[src/mmw_pkg.sv]
// Shared constants and types for the memory-map decoder and its bus master
package mmw_pkg;
    localparam int ADDR_W = 22;
    localparam int DATA_W = 16;
    localparam int CNT_W  = 3;

    // Low single-access RAM and peripheral frames
    localparam logic [21:0] RAM_A_LO = 22'h00_0000;
    localparam logic [21:0] RAM_A_HI = 22'h00_03FF;
    localparam logic [21:0] RAM_B_LO = 22'h00_0400;
    localparam logic [21:0] RAM_B_HI = 22'h00_07FF;
    localparam logic [21:0] PF0_LO   = 22'h00_0800;
    localparam logic [21:0] PF0_HI   = 22'h00_1FFF;
    localparam logic [21:0] PF3_LO   = 22'h00_4000;
    localparam logic [21:0] PF3_HI   = 22'h00_5FFF;
    localparam logic [21:0] PF1_LO   = 22'h00_6000;
    localparam logic [21:0] PF1_HI   = 22'h00_6FFF;
    localparam logic [21:0] PF2_LO   = 22'h00_7000;
    localparam logic [21:0] PF2_HI   = 22'h00_7FFF;

    // Flash sectors per density variant and the security words at the top
    localparam logic [21:0] FLASH_LARGE_LO  = 22'h30_0000;
    localparam logic [21:0] FLASH_MIDDLE_LO = 22'h32_0000;
    localparam logic [21:0] FLASH_SMALL_LO  = 22'h33_0000;
    localparam logic [21:0] FLASH_TOP       = 22'h33_FF7F;
    localparam logic [21:0] SEC_FILL_LO     = 22'h33_FF80;
    localparam logic [21:0] SEC_FILL_HI     = 22'h33_FFF5;
    localparam logic [21:0] SEC_CODE_HI     = 22'h33_FFEF;
    localparam logic [21:0] SEC_DATA_LO     = 22'h33_FFF0;
    localparam logic [21:0] BOOT_ENTRY_LO   = 22'h33_FFF6;
    localparam logic [21:0] BOOT_ENTRY_HI   = 22'h33_FFF7;
    localparam logic [21:0] PASSWORD_LO     = 22'h33_FFF8;
    localparam logic [21:0] PASSWORD_HI     = 22'h33_FFFF;
    localparam int LARGE_SECTOR_SHIFT = 15;
    localparam int SMALL_SECTOR_SHIFT = 14;
    localparam logic [2:0] TOP_SECTOR_EIGHT = 3'h7;
    localparam logic [2:0] TOP_SECTOR_FOUR  = 3'h3;
    localparam int PASSWORD_WORDS = 8;

    // Wait states and stalls
    localparam logic [CNT_W-1:0] WAIT_ZERO       = 3'h0;
    localparam logic [CNT_W-1:0] PF0_CPU_RD_WAIT = 3'h1;
    localparam logic [CNT_W-1:0] PF0_DMA_RD_WAIT = 3'h0;
    localparam logic [CNT_W-1:0] PFX_CPU_RD_WAIT = 3'h2;
    localparam logic [CNT_W-1:0] PF3_DMA_RD_WAIT = 3'h1;
    localparam logic [CNT_W-1:0] PF1_B2B_STALL   = 3'h1;
    localparam logic [CNT_W-1:0] PROT_ALIGN_STALL = 3'h1;
    localparam logic [1:0]       WRITE_POST_LAG  = 2'h2;

    typedef enum logic [1:0] {VAR_LARGE, VAR_MIDDLE, VAR_SMALL} mmw_variant_t;

    typedef enum logic [3:0] {
        REG_NONE, REG_RAM_A, REG_RAM_B, REG_PF0, REG_PF1, REG_PF2, REG_PF3,
        REG_FLASH, REG_SEC_FILL, REG_BOOT_ENTRY, REG_PASSWORD
    } mmw_region_t;
endpackage : mmw_pkg

[src/mmw_bus_if.sv]
// Request/answer bus between the bus master and the decoder
`timescale 1ns/1ps
interface mmw_bus_if;
    import mmw_pkg::*;
    logic              req;
    logic              write;
    logic              dma;
    logic              prog;
    logic [ADDR_W-1:0] addr;
    logic [DATA_W-1:0] wdata;
    logic              ack;
    logic              refused;

    modport device (input req, write, dma, prog, addr, wdata, output ack, refused);
    modport master (output req, write, dma, prog, addr, wdata, input ack, refused);
endinterface : mmw_bus_if

[src/mmw_decoder.sv]
// Memory-map decoder and wait-state generator (device end)
// What this block does
// - Largest variant: eight 32K sectors from 0x300000
// - Middle variant: eight 16K sectors from 0x320000
// - Smallest variant: four 16K sectors from 0x330000
// - Top sector ends 0x33FF7F; security fill above
// - Decode boot-to-flash entry words 0x33FFF6-7
// - Password words never programmed all zero
// - Secured: fill region holds zeros only
// - Unsecured: 0x33FFF0-F5 data only, no code
// - Frames 1-3 form one protected group
// - Unprotected read may pass pending write
// - Protected write-then-read kept in order, stalled
// - Frame 0: CPU 0/1 waits, DMA reads only
// - Frame 3: CPU 0/2, DMA 0/1 waits
// - Frame 1: CPU 0/2 waits, no DMA
// - Frame 1 access stretched while ready low
// - Back-to-back frame 1 writes stall once
// - Frame 2: fixed CPU 0/2, no DMA
// - Peripheral frames refused in program space
`timescale 1ns/1ps
module mmw_decoder
    import mmw_pkg::*;
(
    // Clock and reset
    input  wire logic              clk,
    input  wire logic              reset,
    // Master bus
    mmw_bus_if.device              bus,
    // Configuration
    input  wire mmw_variant_t      variant,
    input  wire logic              protectEnable,
    // Peripheral ready pin of frame 1
    input  wire logic              periphReadyPin,
    // Decode result of the last access taken
    output mmw_region_t            region,
    output logic [2:0]             sectorIdx,
    // Memory bus
    output logic                   memStrobe,
    output logic                   memWrite,
    output logic [ADDR_W-1:0]      memAddr,
    output logic [DATA_W-1:0]      memData
);
    typedef enum logic {ST_IDLE, ST_WAIT} mmw_dec_state_t;

    function automatic mmw_region_t decodeRegion(input logic [21:0] a, input mmw_variant_t v);
        logic [21:0] flashLo;
        flashLo = (v == VAR_LARGE) ? FLASH_LARGE_LO : (v == VAR_MIDDLE) ? FLASH_MIDDLE_LO : FLASH_SMALL_LO;
        if (a <= RAM_A_HI) return REG_RAM_A;
        if (a >= RAM_B_LO && a <= RAM_B_HI) return REG_RAM_B;
        if (a >= PF0_LO && a <= PF0_HI) return REG_PF0;
        if (a >= PF1_LO && a <= PF1_HI) return REG_PF1;
        if (a >= PF2_LO && a <= PF2_HI) return REG_PF2;
        if (a >= PF3_LO && a <= PF3_HI) return REG_PF3;
        if (a >= flashLo && a <= FLASH_TOP) return REG_FLASH;
        if (a >= SEC_FILL_LO && a <= SEC_FILL_HI) return REG_SEC_FILL;
        if (a >= BOOT_ENTRY_LO && a <= BOOT_ENTRY_HI) return REG_BOOT_ENTRY;
        if (a >= PASSWORD_LO) return REG_PASSWORD;
        return REG_NONE;
    endfunction : decodeRegion

    // Sector letter code: 0 is A, counting up toward H at lower addresses
    function automatic logic [2:0] sectorOf(input logic [21:0] a, input mmw_variant_t v);
        logic [21:0] off;
        off = 22'h00_0000;
        unique case (v)
            VAR_LARGE: begin
                off = a - FLASH_LARGE_LO;
                return TOP_SECTOR_EIGHT - off[LARGE_SECTOR_SHIFT+:3];
            end
            VAR_MIDDLE: begin
                off = a - FLASH_MIDDLE_LO;
                return TOP_SECTOR_EIGHT - off[SMALL_SECTOR_SHIFT+:3];
            end
            default: begin
                off = a - FLASH_SMALL_LO;
                return TOP_SECTOR_FOUR - {1'b0, off[SMALL_SECTOR_SHIFT+:2]};
            end
        endcase
    endfunction : sectorOf

    mmw_dec_state_t    state, next_state;
    mmw_region_t       next_region;
    logic [2:0]        next_sectorIdx;
    logic              curWrite, next_curWrite;
    logic              curRefused, next_curRefused;
    logic [ADDR_W-1:0] curAddr, next_curAddr;
    logic [DATA_W-1:0] curData, next_curData;
    logic              prevPf1Wr, next_prevPf1Wr;
    logic              protHold, next_protHold;
    logic              pendValid, next_pendValid;
    logic [1:0]        pendLag, next_pendLag;
    logic [ADDR_W-1:0] pendAddr, next_pendAddr;
    logic [DATA_W-1:0] pendData, next_pendData;
    logic              next_memStrobe, next_memWrite;
    logic [ADDR_W-1:0] next_memAddr;
    logic [DATA_W-1:0] next_memData;
    logic              readySync1, periphReady;
    logic              cntLoad, cntDone;
    logic [CNT_W-1:0]  cntValue;
    mmw_region_t       reqRegion;
    logic              reqRefused, reqProt, stallTake, readIssue;
    logic [CNT_W-1:0]  baseWait;

    mmw_wait_counter u_wait (
        .clk       (clk),
        .reset     (reset),
        .load      (cntLoad),
        .loadValue (cntValue),
        .done      (cntDone)
    );

    always_comb begin
        reqRegion  = decodeRegion(bus.addr, variant);
        reqRefused = (reqRegion == REG_NONE)
                   || (bus.prog && reqRegion inside {REG_PF0, REG_PF1, REG_PF2, REG_PF3})
                   || (bus.dma && bus.write && reqRegion == REG_PF0)
                   || (bus.dma && reqRegion inside {REG_PF1, REG_PF2})
                   || (bus.dma && reqRegion inside {REG_RAM_A, REG_RAM_B});
        reqProt    = protectEnable && reqRegion inside {REG_PF1, REG_PF2, REG_PF3};
        // Pending write blocks further writes, and protected reads until it drains
        stallTake  = pendValid && !reqRefused && (bus.write || reqProt);
        baseWait   = WAIT_ZERO;
        if (!bus.write) begin
            unique case (reqRegion)
                REG_PF0: baseWait = bus.dma ? PF0_DMA_RD_WAIT : PF0_CPU_RD_WAIT;
                REG_PF1, REG_PF2: baseWait = PFX_CPU_RD_WAIT;
                REG_PF3: baseWait = bus.dma ? PF3_DMA_RD_WAIT : PFX_CPU_RD_WAIT;
                default: baseWait = WAIT_ZERO;
            endcase
        end
    end

    always_comb begin
        next_state      = state;
        next_region     = region;
        next_sectorIdx  = sectorIdx;
        next_curWrite   = curWrite;
        next_curRefused = curRefused;
        next_curAddr    = curAddr;
        next_curData    = curData;
        next_prevPf1Wr  = prevPf1Wr;
        next_protHold   = protHold;
        next_pendValid  = pendValid;
        next_pendLag    = pendLag;
        next_pendAddr   = pendAddr;
        next_pendData   = pendData;
        next_memStrobe  = 1'b0;
        next_memWrite   = 1'b0;
        next_memAddr    = memAddr;
        next_memData    = memData;
        cntLoad         = 1'b0;
        cntValue        = WAIT_ZERO;
        readIssue       = 1'b0;
        bus.ack         = 1'b0;
        bus.refused     = 1'b0;
        unique case (state)
            ST_IDLE: begin
                if (bus.req && !stallTake) begin
                    next_state      = ST_WAIT;
                    next_region     = reqRegion;
                    next_sectorIdx  = (reqRegion == REG_FLASH) ? sectorOf(bus.addr, variant) : 3'h0;
                    next_curWrite   = bus.write;
                    next_curRefused = reqRefused;
                    next_curAddr    = bus.addr;
                    next_curData    = bus.wdata;
                    cntLoad         = 1'b1;
                    cntValue        = reqRefused ? WAIT_ZERO : baseWait
                                    + ((prevPf1Wr && bus.write && reqRegion == REG_PF1) ? PF1_B2B_STALL
                                       : WAIT_ZERO)
                                    + (protHold ? PROT_ALIGN_STALL : WAIT_ZERO);
                    readIssue       = !reqRefused && !bus.write;
                    next_prevPf1Wr  = 1'b0;
                    next_protHold   = 1'b0;
                end else begin
                    next_protHold  = protHold || (bus.req && stallTake && !bus.write);
                end
            end
            ST_WAIT: begin
                if (cntDone && (region != REG_PF1 || curRefused || periphReady)) begin
                    bus.ack        = 1'b1;
                    bus.refused    = curRefused;
                    next_state     = ST_IDLE;
                    next_prevPf1Wr = (region == REG_PF1) && curWrite && !curRefused;
                end
            end
        endcase
        if (readIssue) begin
            next_memStrobe = 1'b1;
            next_memAddr   = bus.addr;
            next_memData   = '0;
        end
        if (pendValid) begin
            if (pendLag != 2'h0) begin
                next_pendLag = pendLag - 2'h1;
            end else if (!readIssue) begin
                next_pendValid = 1'b0;
                next_memStrobe = 1'b1;
                next_memWrite  = 1'b1;
                next_memAddr   = pendAddr;
                next_memData   = pendData;
            end
        end
        // Writes are posted at the answer and reach the memory bus later
        if (bus.ack && curWrite && !curRefused) begin
            next_pendValid = 1'b1;
            next_pendLag   = WRITE_POST_LAG;
            next_pendAddr  = curAddr;
            next_pendData  = curData;
        end
    end

    always_ff @(posedge clk or posedge reset) begin
        if (reset) begin
            readySync1  <= 1'b0;
            periphReady <= 1'b0;
        end else begin
            readySync1  <= periphReadyPin;
            periphReady <= readySync1;
        end
    end

    always_ff @(posedge clk or posedge reset) begin
        if (reset) begin
            state      <= ST_IDLE;
            region     <= REG_NONE;
            sectorIdx  <= 3'h0;
            curWrite   <= 1'b0;
            curRefused <= 1'b0;
            curAddr    <= '0;
            curData    <= '0;
            prevPf1Wr  <= 1'b0;
            protHold   <= 1'b0;
            pendValid  <= 1'b0;
            pendLag    <= 2'h0;
            pendAddr   <= '0;
            pendData   <= '0;
            memStrobe  <= 1'b0;
            memWrite   <= 1'b0;
            memAddr    <= '0;
            memData    <= '0;
        end else begin
            state      <= next_state;
            region     <= next_region;
            sectorIdx  <= next_sectorIdx;
            curWrite   <= next_curWrite;
            curRefused <= next_curRefused;
            curAddr    <= next_curAddr;
            curData    <= next_curData;
            prevPf1Wr  <= next_prevPf1Wr;
            protHold   <= next_protHold;
            pendValid  <= next_pendValid;
            pendLag    <= next_pendLag;
            pendAddr   <= next_pendAddr;
            pendData   <= next_pendData;
            memStrobe  <= next_memStrobe;
            memWrite   <= next_memWrite;
            memAddr    <= next_memAddr;
            memData    <= next_memData;
        end
    end
endmodule : mmw_decoder

[src/mmw_wait_counter.sv]
// Down-counter that times the wait states of one access
`timescale 1ns/1ps
module mmw_wait_counter
    import mmw_pkg::*;
(
    // Clock and reset
    input  wire logic             clk,
    input  wire logic             reset,
    // Control
    input  wire logic             load,
    input  wire logic [CNT_W-1:0] loadValue,
    // Status
    output logic                  done
);
    logic [CNT_W-1:0] count;
    logic [CNT_W-1:0] next_count;

    always_comb begin
        next_count = count;
        if (load) begin
            next_count = loadValue;
        end else if (count != WAIT_ZERO) begin
            next_count = count - 3'h1;
        end
    end

    always_ff @(posedge clk or posedge reset) begin
        if (reset) begin
            count <= WAIT_ZERO;
        end else begin
            count <= next_count;
        end
    end

    assign done = (count == WAIT_ZERO);
endmodule : mmw_wait_counter

[src/flat_wrapper.sv]
// flat-port wrapper written by rule: the top's interface ports become plain ports
module mmw_decoder_flat import mmw_pkg::*;
  (clk, reset, variant, protectEnable, periphReadyPin, region, sectorIdx, memStrobe, memWrite, memAddr, memData, bus_req, bus_write, bus_dma, bus_prog, bus_addr, bus_wdata, bus_ack, bus_refused);
  mmw_bus_if bus_i ();
  input  wire logic clk;
  input  wire logic reset;
  input  wire mmw_variant_t variant;
  input  wire logic protectEnable;
  input  wire logic periphReadyPin;
  output mmw_region_t region;
  output logic [2:0] sectorIdx;
  output logic memStrobe;
  output logic memWrite;
  output logic [ADDR_W-1:0] memAddr;
  output logic [DATA_W-1:0] memData;
  input wire logic [$bits(bus_i.req)-1:0] bus_req;
  input wire logic [$bits(bus_i.write)-1:0] bus_write;
  input wire logic [$bits(bus_i.dma)-1:0] bus_dma;
  input wire logic [$bits(bus_i.prog)-1:0] bus_prog;
  input wire logic [$bits(bus_i.addr)-1:0] bus_addr;
  input wire logic [$bits(bus_i.wdata)-1:0] bus_wdata;
  output wire logic [$bits(bus_i.ack)-1:0] bus_ack;
  output wire logic [$bits(bus_i.refused)-1:0] bus_refused;
  assign bus_i.req = bus_req;
  assign bus_i.write = bus_write;
  assign bus_i.dma = bus_dma;
  assign bus_i.prog = bus_prog;
  assign bus_i.addr = bus_addr;
  assign bus_i.wdata = bus_wdata;
  assign bus_ack = bus_i.ack;
  assign bus_refused = bus_i.refused;
  mmw_decoder u_core (.clk(clk), .reset(reset), .bus(bus_i), .variant(variant), .protectEnable(protectEnable), .periphReadyPin(periphReadyPin), .region(region), .sectorIdx(sectorIdx), .memStrobe(memStrobe), .memWrite(memWrite), .memAddr(memAddr), .memData(memData));
endmodule
[config.mk]
export PLATFORM = sky130hd
export DESIGN_NAME = mmw_decoder_flat
export DESIGN_NICKNAME = d
export VERILOG_FILES = /design/src/mmw_pkg.sv /design/src/mmw_bus_if.sv /design/src/mmw_decoder.sv /design/src/mmw_wait_counter.sv /design/src/flat_wrapper.sv
export SDC_FILE = /design/constraint.sdc
export NUM_CORES = 1
export LEC_CHECK = 0
export ABC_CLOCK_PERIOD_IN_PS = 4300
export BUFFER_PORTS_ARGS = -buffer_cell sky130_fd_sc_hd__buf_4
export CORE_MARGIN = 1.5
export CORE_UTILIZATION = 25
export CTS_CLUSTER_DIAMETER = 60
export DETAILED_ROUTE_END_ITERATION = 12
export PLACE_DENSITY = 0.5
export SYNTH_ARGS = -nofsm -noshare
export SYNTH_HDL_FRONTEND = slang
export SYNTH_HIERARCHICAL = 1
export SYNTH_SLANG_ARGS = --single-unit
[constraint.sdc]
create_clock -name clk -period 4.3 [get_ports clk]
set_clock_uncertainty 0.15 [all_clocks]
set_input_delay 0.215 -clock clk [delete_from_list [all_inputs] [get_ports clk]]
set_output_delay 0.215 -clock clk [all_outputs]
set_load 0.1 [all_outputs]
### Yosys cells after proc, flatten, opt, wreduce, memory -nomap -nowiden

Index checks and enable logic that the tools add are counted.

| cells by class | value |
|---|---|
| $add $sub $neg | 10 |
| $mul | 0 |
| divide/modulo/power cells | 0 |
| $lt $le $gt $ge | 18 |
| eq/ne operators | 12 |
| shift operators | 0 |
| muxes and demuxes | 134 |
| bitwise logic cells | 1 |
| reduce and logical (&&, ||, !) cells | 55 |

Operators with widths:

| operator | number |
|---|---|
| $mux 4 | 29 |
| $mux 22 | 5 |
| $mux 1 | 80 |
| $ge 22x15->1 const B | 3 |
| $ge 22x22->1 const B | 3 |
| $le 22x15->1 const B | 3 |
| $le 22x22->1 const B | 3 |
| $mux 16 | 4 |
| $logic_and 1x1->1 | 27 |
| $ge 22x11->1 const B | 1 |
| $ge 22x12->1 const B | 1 |
| $ge 22x22->1 | 1 |
| $le 22x10->1 const B | 1 |
| $le 22x11->1 const B | 1 |
| $le 22x13->1 const B | 1 |
| $mux 3 | 7 |
| $eq 4x3->1 const B | 5 |
| $sub 18x1->18 const B | 1 |
| $mux 17 | 1 |
| $sub 17x1->17 const B | 1 |
| $sub 16x1->16 const B | 1 |
| $reduce_bool 2->1 | 6 |
| $pmux 3 s3 | 1 |
| $eq 4x2->1 const B | 2 |
| 23 further kinds | 42 |

| storage, ports and cells | value |
|---|---|
| register bits after elaboration | 136 |
| bits in latches | 0 |
| bits in writable memories | 0 |
| ROM bits | 0 |
| bits of input ports | 48 |
| output and inout bits | 49 |
| logic and storage cells | 250 |
| memories | 0 |

### Longest topological paths before layout

| logic depth | value |
|---|---|
| word-level depth | 76 |
| mapped depth | 14 |

### Modules after synthesis

The synthesis kept the hierarchy.

Modules (own cells, without submodules):

| module | instances | cells an instance | area each (um^2) | seq. area each (um^2) |
|---|---|---|---|---|
| mmw_decoder | 1 | 474 | 6103.4 | 3328.2 |
| mmw_wait_counter | 1 | 22 | 203.9 | 75.1 |

### Worst setup path after synthesis

No wires, ideal clock.

| timing | value |
|---|---|
| path kind | register -> output |
| start point | register u_core.region[1] |
| end point | output bus_refused |
| arrival time | 2.828 ns |
| required time | 3.935 ns |
| slack | 1.107 ns |
| stages on the path, launching flop included | 6 |
| buffers on the path | 0 |
| cell sequence | dfrtp_1 > nor4_1 > nand2_1 > o21ai_0 > or2_2 > nor2_1 |

| between the ends | value |
|---|---|
| word-level cells in the longest chain between the ends | 6 |

Ends and longest elaborated chain:

| what | RTL line | text |
|---|---|---|
| from (decl) | mmw_decoder.sv:36 | `output mmw_region_t region,` |
| from (signal assigned) | mmw_decoder.sv:244 | `region <= next_region;` |
| $ne 4x3->1 | mmw_decoder.sv:180 | `if (cntDone && (region != REG_PF1 \|\| curRefused \|\| periphReady)) begin` |
| $logic_or 1x1->1 (2 in a row) | mmw_decoder.sv:180 |  |
| $logic_and 1x1->1 | mmw_decoder.sv:180 |  |
| $mux 1 | mmw_decoder.sv:180 |  |
| $mux 1 | mmw_decoder.sv:157 | `unique case (state)` |
| to (decl) | flat_wrapper.sv:23 | `output wire logic [$bits(bus_i.refused)-1:0] bus_refused;` |

No other way between the ends.

### Worst setup path in the final report

| timing | value |
|---|---|
| start point | input bus_addr[16] |
| end point | register u_core.u_wait.count[0] |

| between the ends | value |
|---|---|
| word-level cells in the longest chain between the ends | 45 |
| elaborated cells on any way between the ends | 149 |
| those cells by class | 2 x add/sub; 18 x order compare; 6 x eq/ne; 92 x mux; 31 x reduce/logical |

Ends and longest elaborated chain:

| what | RTL line | text |
|---|---|---|
| from (decl) | flat_wrapper.sv:20 | `input wire logic [$bits(bus_i.addr)-1:0] bus_addr;` |
| $ge 22x11->1 or $le 22x11->1 (tied branches) | mmw_decoder.sv:50 | `if (a >= RAM_B_LO && a <= RAM_B_HI) return REG_RAM_B;` |
| $logic_and 1x1->1 | mmw_decoder.sv:50 |  |
| $mux 4 | mmw_decoder.sv:50 |  |
| $mux 4 | mmw_decoder.sv:51 | `if (a >= PF0_LO && a <= PF0_HI) return REG_PF0;` |
| $mux 4 | mmw_decoder.sv:52 | `if (a >= PF1_LO && a <= PF1_HI) return REG_PF1;` |
| $mux 4 (2 in a row) | mmw_decoder.sv:53 | `if (a >= PF2_LO && a <= PF2_HI) return REG_PF2;` |
| $mux 4 | mmw_decoder.sv:52 |  |
| $mux 4 | mmw_decoder.sv:51 |  |
| [... 14 more ...] | - |  |
| $mux 4 | mmw_decoder.sv:56 | `if (a >= SEC_FILL_LO && a <= SEC_FILL_HI) return REG_SEC_FILL;` |
| $mux 4 | mmw_decoder.sv:55 | `if (a >= flashLo && a <= FLASH_TOP) return REG_FLASH;` |
| $mux 4 | mmw_decoder.sv:54 | `if (a >= PF3_LO && a <= PF3_HI) return REG_PF3;` |
| $mux 4 | mmw_decoder.sv:53 |  |
| $mux 4 | mmw_decoder.sv:52 |  |
| $mux 4 | mmw_decoder.sv:51 |  |
| $mux 4 (*) | mmw_decoder.sv:50 |  |
| branches (longest 15 deep; another with $add 3x3->3) | - |  |
| to (signal assigned) | mmw_wait_counter.sv:31 | `count <= next_count;` |
| to (decl) | mmw_wait_counter.sv:15 | `logic [CNT_W-1:0] count;` |

Every way passes the cells marked *. The select of a mux whose other input is x is not followed.
A chain may end at the register's enable or synchronous reset.

==> reports/metrics.csv <==
metric,value,unit
DR iter-0 viols,255,
final setup vio count,0,
DP Wirelength,11000,um
"Distinct cells, synth",59,
syn_area_per_cell,12.7,um^2
die outline width,162,um
Hold Path Class,input pin to asynchronous set/reset pin,
P&R area growth vs syn,32.6,%
routed vias,4385,
DRT Wirelength,16500,um
number of synthesized flops with an enable pin,0,
Root Buffer,clkbuf_16,
clk sinks,136,
sequential area share after synthesis,54.0,%
DRC Markers,0,
critical path startpoint category,input pin,
Overflow after GRT,0,
Synth warnings,6,
Detailed Routing Iterations Pass 1,4,
Power Density,815,nW/um^2
Placer Congestion,0.774,
Via-to-Cell Ratio,4.51,
maxcap violations,0,
most common library cells after synthesis,"dfrtp_1, nand2_1, mux2_4",
starting density of the core,25.7,%
slew at the pin closest to its max-slew limit,1.24,ns
status,completed,
# IOs,97,
die area,26200,um^2
Synth area leaders,"dfrtp_1, mux2_4, mux2_2",
# rows,57,
Post-Layout Cell Count,973,
cell with the most instances after synthesis,dfrtp_1,
Final ANT Viol Nets,0,
achievable clock frequency,0.293,GHz
leak pwr,0.00381,uW
# diodes,0,
worst-path fanout max,51,
cts repair resizes,0,
CTS max path bufs,2,
post-route clock period utilization,79.3,%
per-cell routed wire length,16.9,um
NumNets Final,691,
Fin Setup TNS,0,ns
Port Buffers,96,
vias in the first global route,4725,
largest net degree at the start of global routing,76,
"flops & latches, synth",136,
Crit. End Element,flip-flop,
Period minus WS final,3.41,ns
worst setup margin,0.892,ns
"area leader, netlist",dfrtp_1,
CTS tree,done,
pre-CTS setup slack,1.03,ns
"Slew Viols, Final",0,
"Cell Chain, Critical Path","dlygate4sd3_1, buf_4, or4_1, nor3_2, nand2_1, o2bb2a_1, o311ai_2, nor2_4, buf_12, nor4b_1, a221oi_1",
first-pass GRT wire length,26500,um
H-tree levels,4,
crit-path leading delay family,simple AND/OR/NAND/NOR gates,
"Net Count, Synth",551,
unrepaired setup endpoints after global routing,false,
WP buf/inv,3,
mapped cell area,6310,um^2
fraction of final layout cells sized beyond drive strength 1,37.4,%
cts bufs inserted,17,
worst-skew pair later-pin latency,0.42,ns
Most used DFF post-synth,dfrtp_1,
Slew HR,17.4,%
core area,24500,um^2
Worst EP arrival,3.54,ns
GRT Resource Usage Total,13.2,%
required time worst endpoint,4.43,ns
slowest cell on the critical path,or4_1,
crit-path max cell delay,0.58,ns
Peak VDD IR,606,uV
placed cell count,899,
asr flop ratio synth,100,%
Final Hold Fails,0,
clock slew at reported path FFs,0.06,ns
Mapped Cells,496,
top cell type's share of synthesized area,54.0,%
Setup Crit Path Kind,input pin to flip-flop,
initial antenna violation count,0,
Die Span Y,162,um
## kinds of logic after synthesis
| kind of cell | after synthesis | synth area share (%) |
|---|---|---|
| multiplexers | 109 | 21.6 |
| AO/OA/AOI/OAI | 70 | 8.95 |
| AND/OR/NAND/NOR | 128 | 9.84 |
| adder cells (fa/ha/maj) | 7 | 1.51 |
| XOR/XNOR | 1 | 0.139 |
| buffers and inverters | 45 | 3.97 |
| flip-flops | 136 | 54.0 |
## cell type report
class | instances | area (um^2)
multi-input cells | 315 | 2670
inverters | 19 | 73.8
clock inverters | 13 | 146
clock buffers | 19 | 443
repair buffers | 147 | 1220
well taps | 324 | 405
flip-flops and latches | 136 | 3400
fillers | 2480 | 16200
## stage by stage
step | cell area, um^2 | utilization (%) | total power [uW] | hold WS [ns]
2_1_floorplan | 6310 | - | 4670 | -0.181
3_3_place_gp | 7350 | 30.0 | 5310 | -0.0328
3_5_place_dp | 7350 | 30.0 | 5370 | -0.0307
4_1_cts | 8360 | 34.1 | 6890 | 0.0764
5_1_grt | 8360 | 34.1 | 7140 | 0.0908
6_report | 8360 | 34.1 | 6810 | 0.0970
## sequential cells by signal (all words and copies together) (netlist names)
register	count
u_core/curAddr	22
u_core/memAddr	22
u_core/curData	16
u_core/pendAddr	22
u_core/memData	16
u_core/protHold	1
u_core/pendLag	2
u_core/memStrobe	1
u_core/sectorIdx	3
u_core/pendValid	1
u_core/pendData	16
u_core/curRefused	1
u_core/u_wait/count	3
u_core/state	1
u_core/readySync1	1
u_core/periphReady	1
u_core/curWrite	1
u_core/memWrite	1
u_core/region	4
u_core/prevPf1Wr	1
## final timing paths
check	cells past startpoint	end	slack, ns	from
setup / recovery	11	u_core/u_wait/count[0]	0.89	bus_addr[16]
hold / removal	3	u_core/u_wait/count[1]	0.1	reset
setup reg to reg	9	u_core/pendAddr[10]	1.59	u_core/u_wait/count[0]
hold reg to reg	0	u_core/periphReady	0.20	u_core/readySync1
max in group asynchronous	4	u_core/curAddr[18]	2.55	reset
min in group clk	3	u_core/sectorIdx[2]	0.10	variant[1]
## placed cells by master (no fill, tap or decap), drive strengths merged, types with 6 or more instances in the layout
master	count
a211oi	6
a21oi	20
a22oi	19
buf	105
clkbuf	19
clkinv	7
dfrtp	136
dlygate4sd3	42
ha	6
inv	21
mux2	84
mux2i	25
nand2	48
nand3	6
nor2	32
nor2b	8
nor4	6
## tightest hold or removal path: cells and delay by family
| family | cells | cell delay (ns) |
|---|---|---|
| buf+inv | 3 | 0.80 |
## timing repair
item	in CTS	in global routing
buffers inserted	0	0
hold endpoints to repair	138	0
setup endpoints to repair	0	0
hold buffers	42	0
## power breakdown
part           switching [uW]  total [uW]  internal, uW
clock                     572        1450           874
sequential                346        2210          1870
combinational            2120        3150          1030
## layer usage
metal	global-route usage, %	vias up	share of wire, %
met2	21.6	90	48
met5	0	-	0
met1	16.8	2226	47
met3	4.11	16	4.2
met4	3.59	0	1.1
li1	-	2053	-
Power figures use the tool's default switching activity.
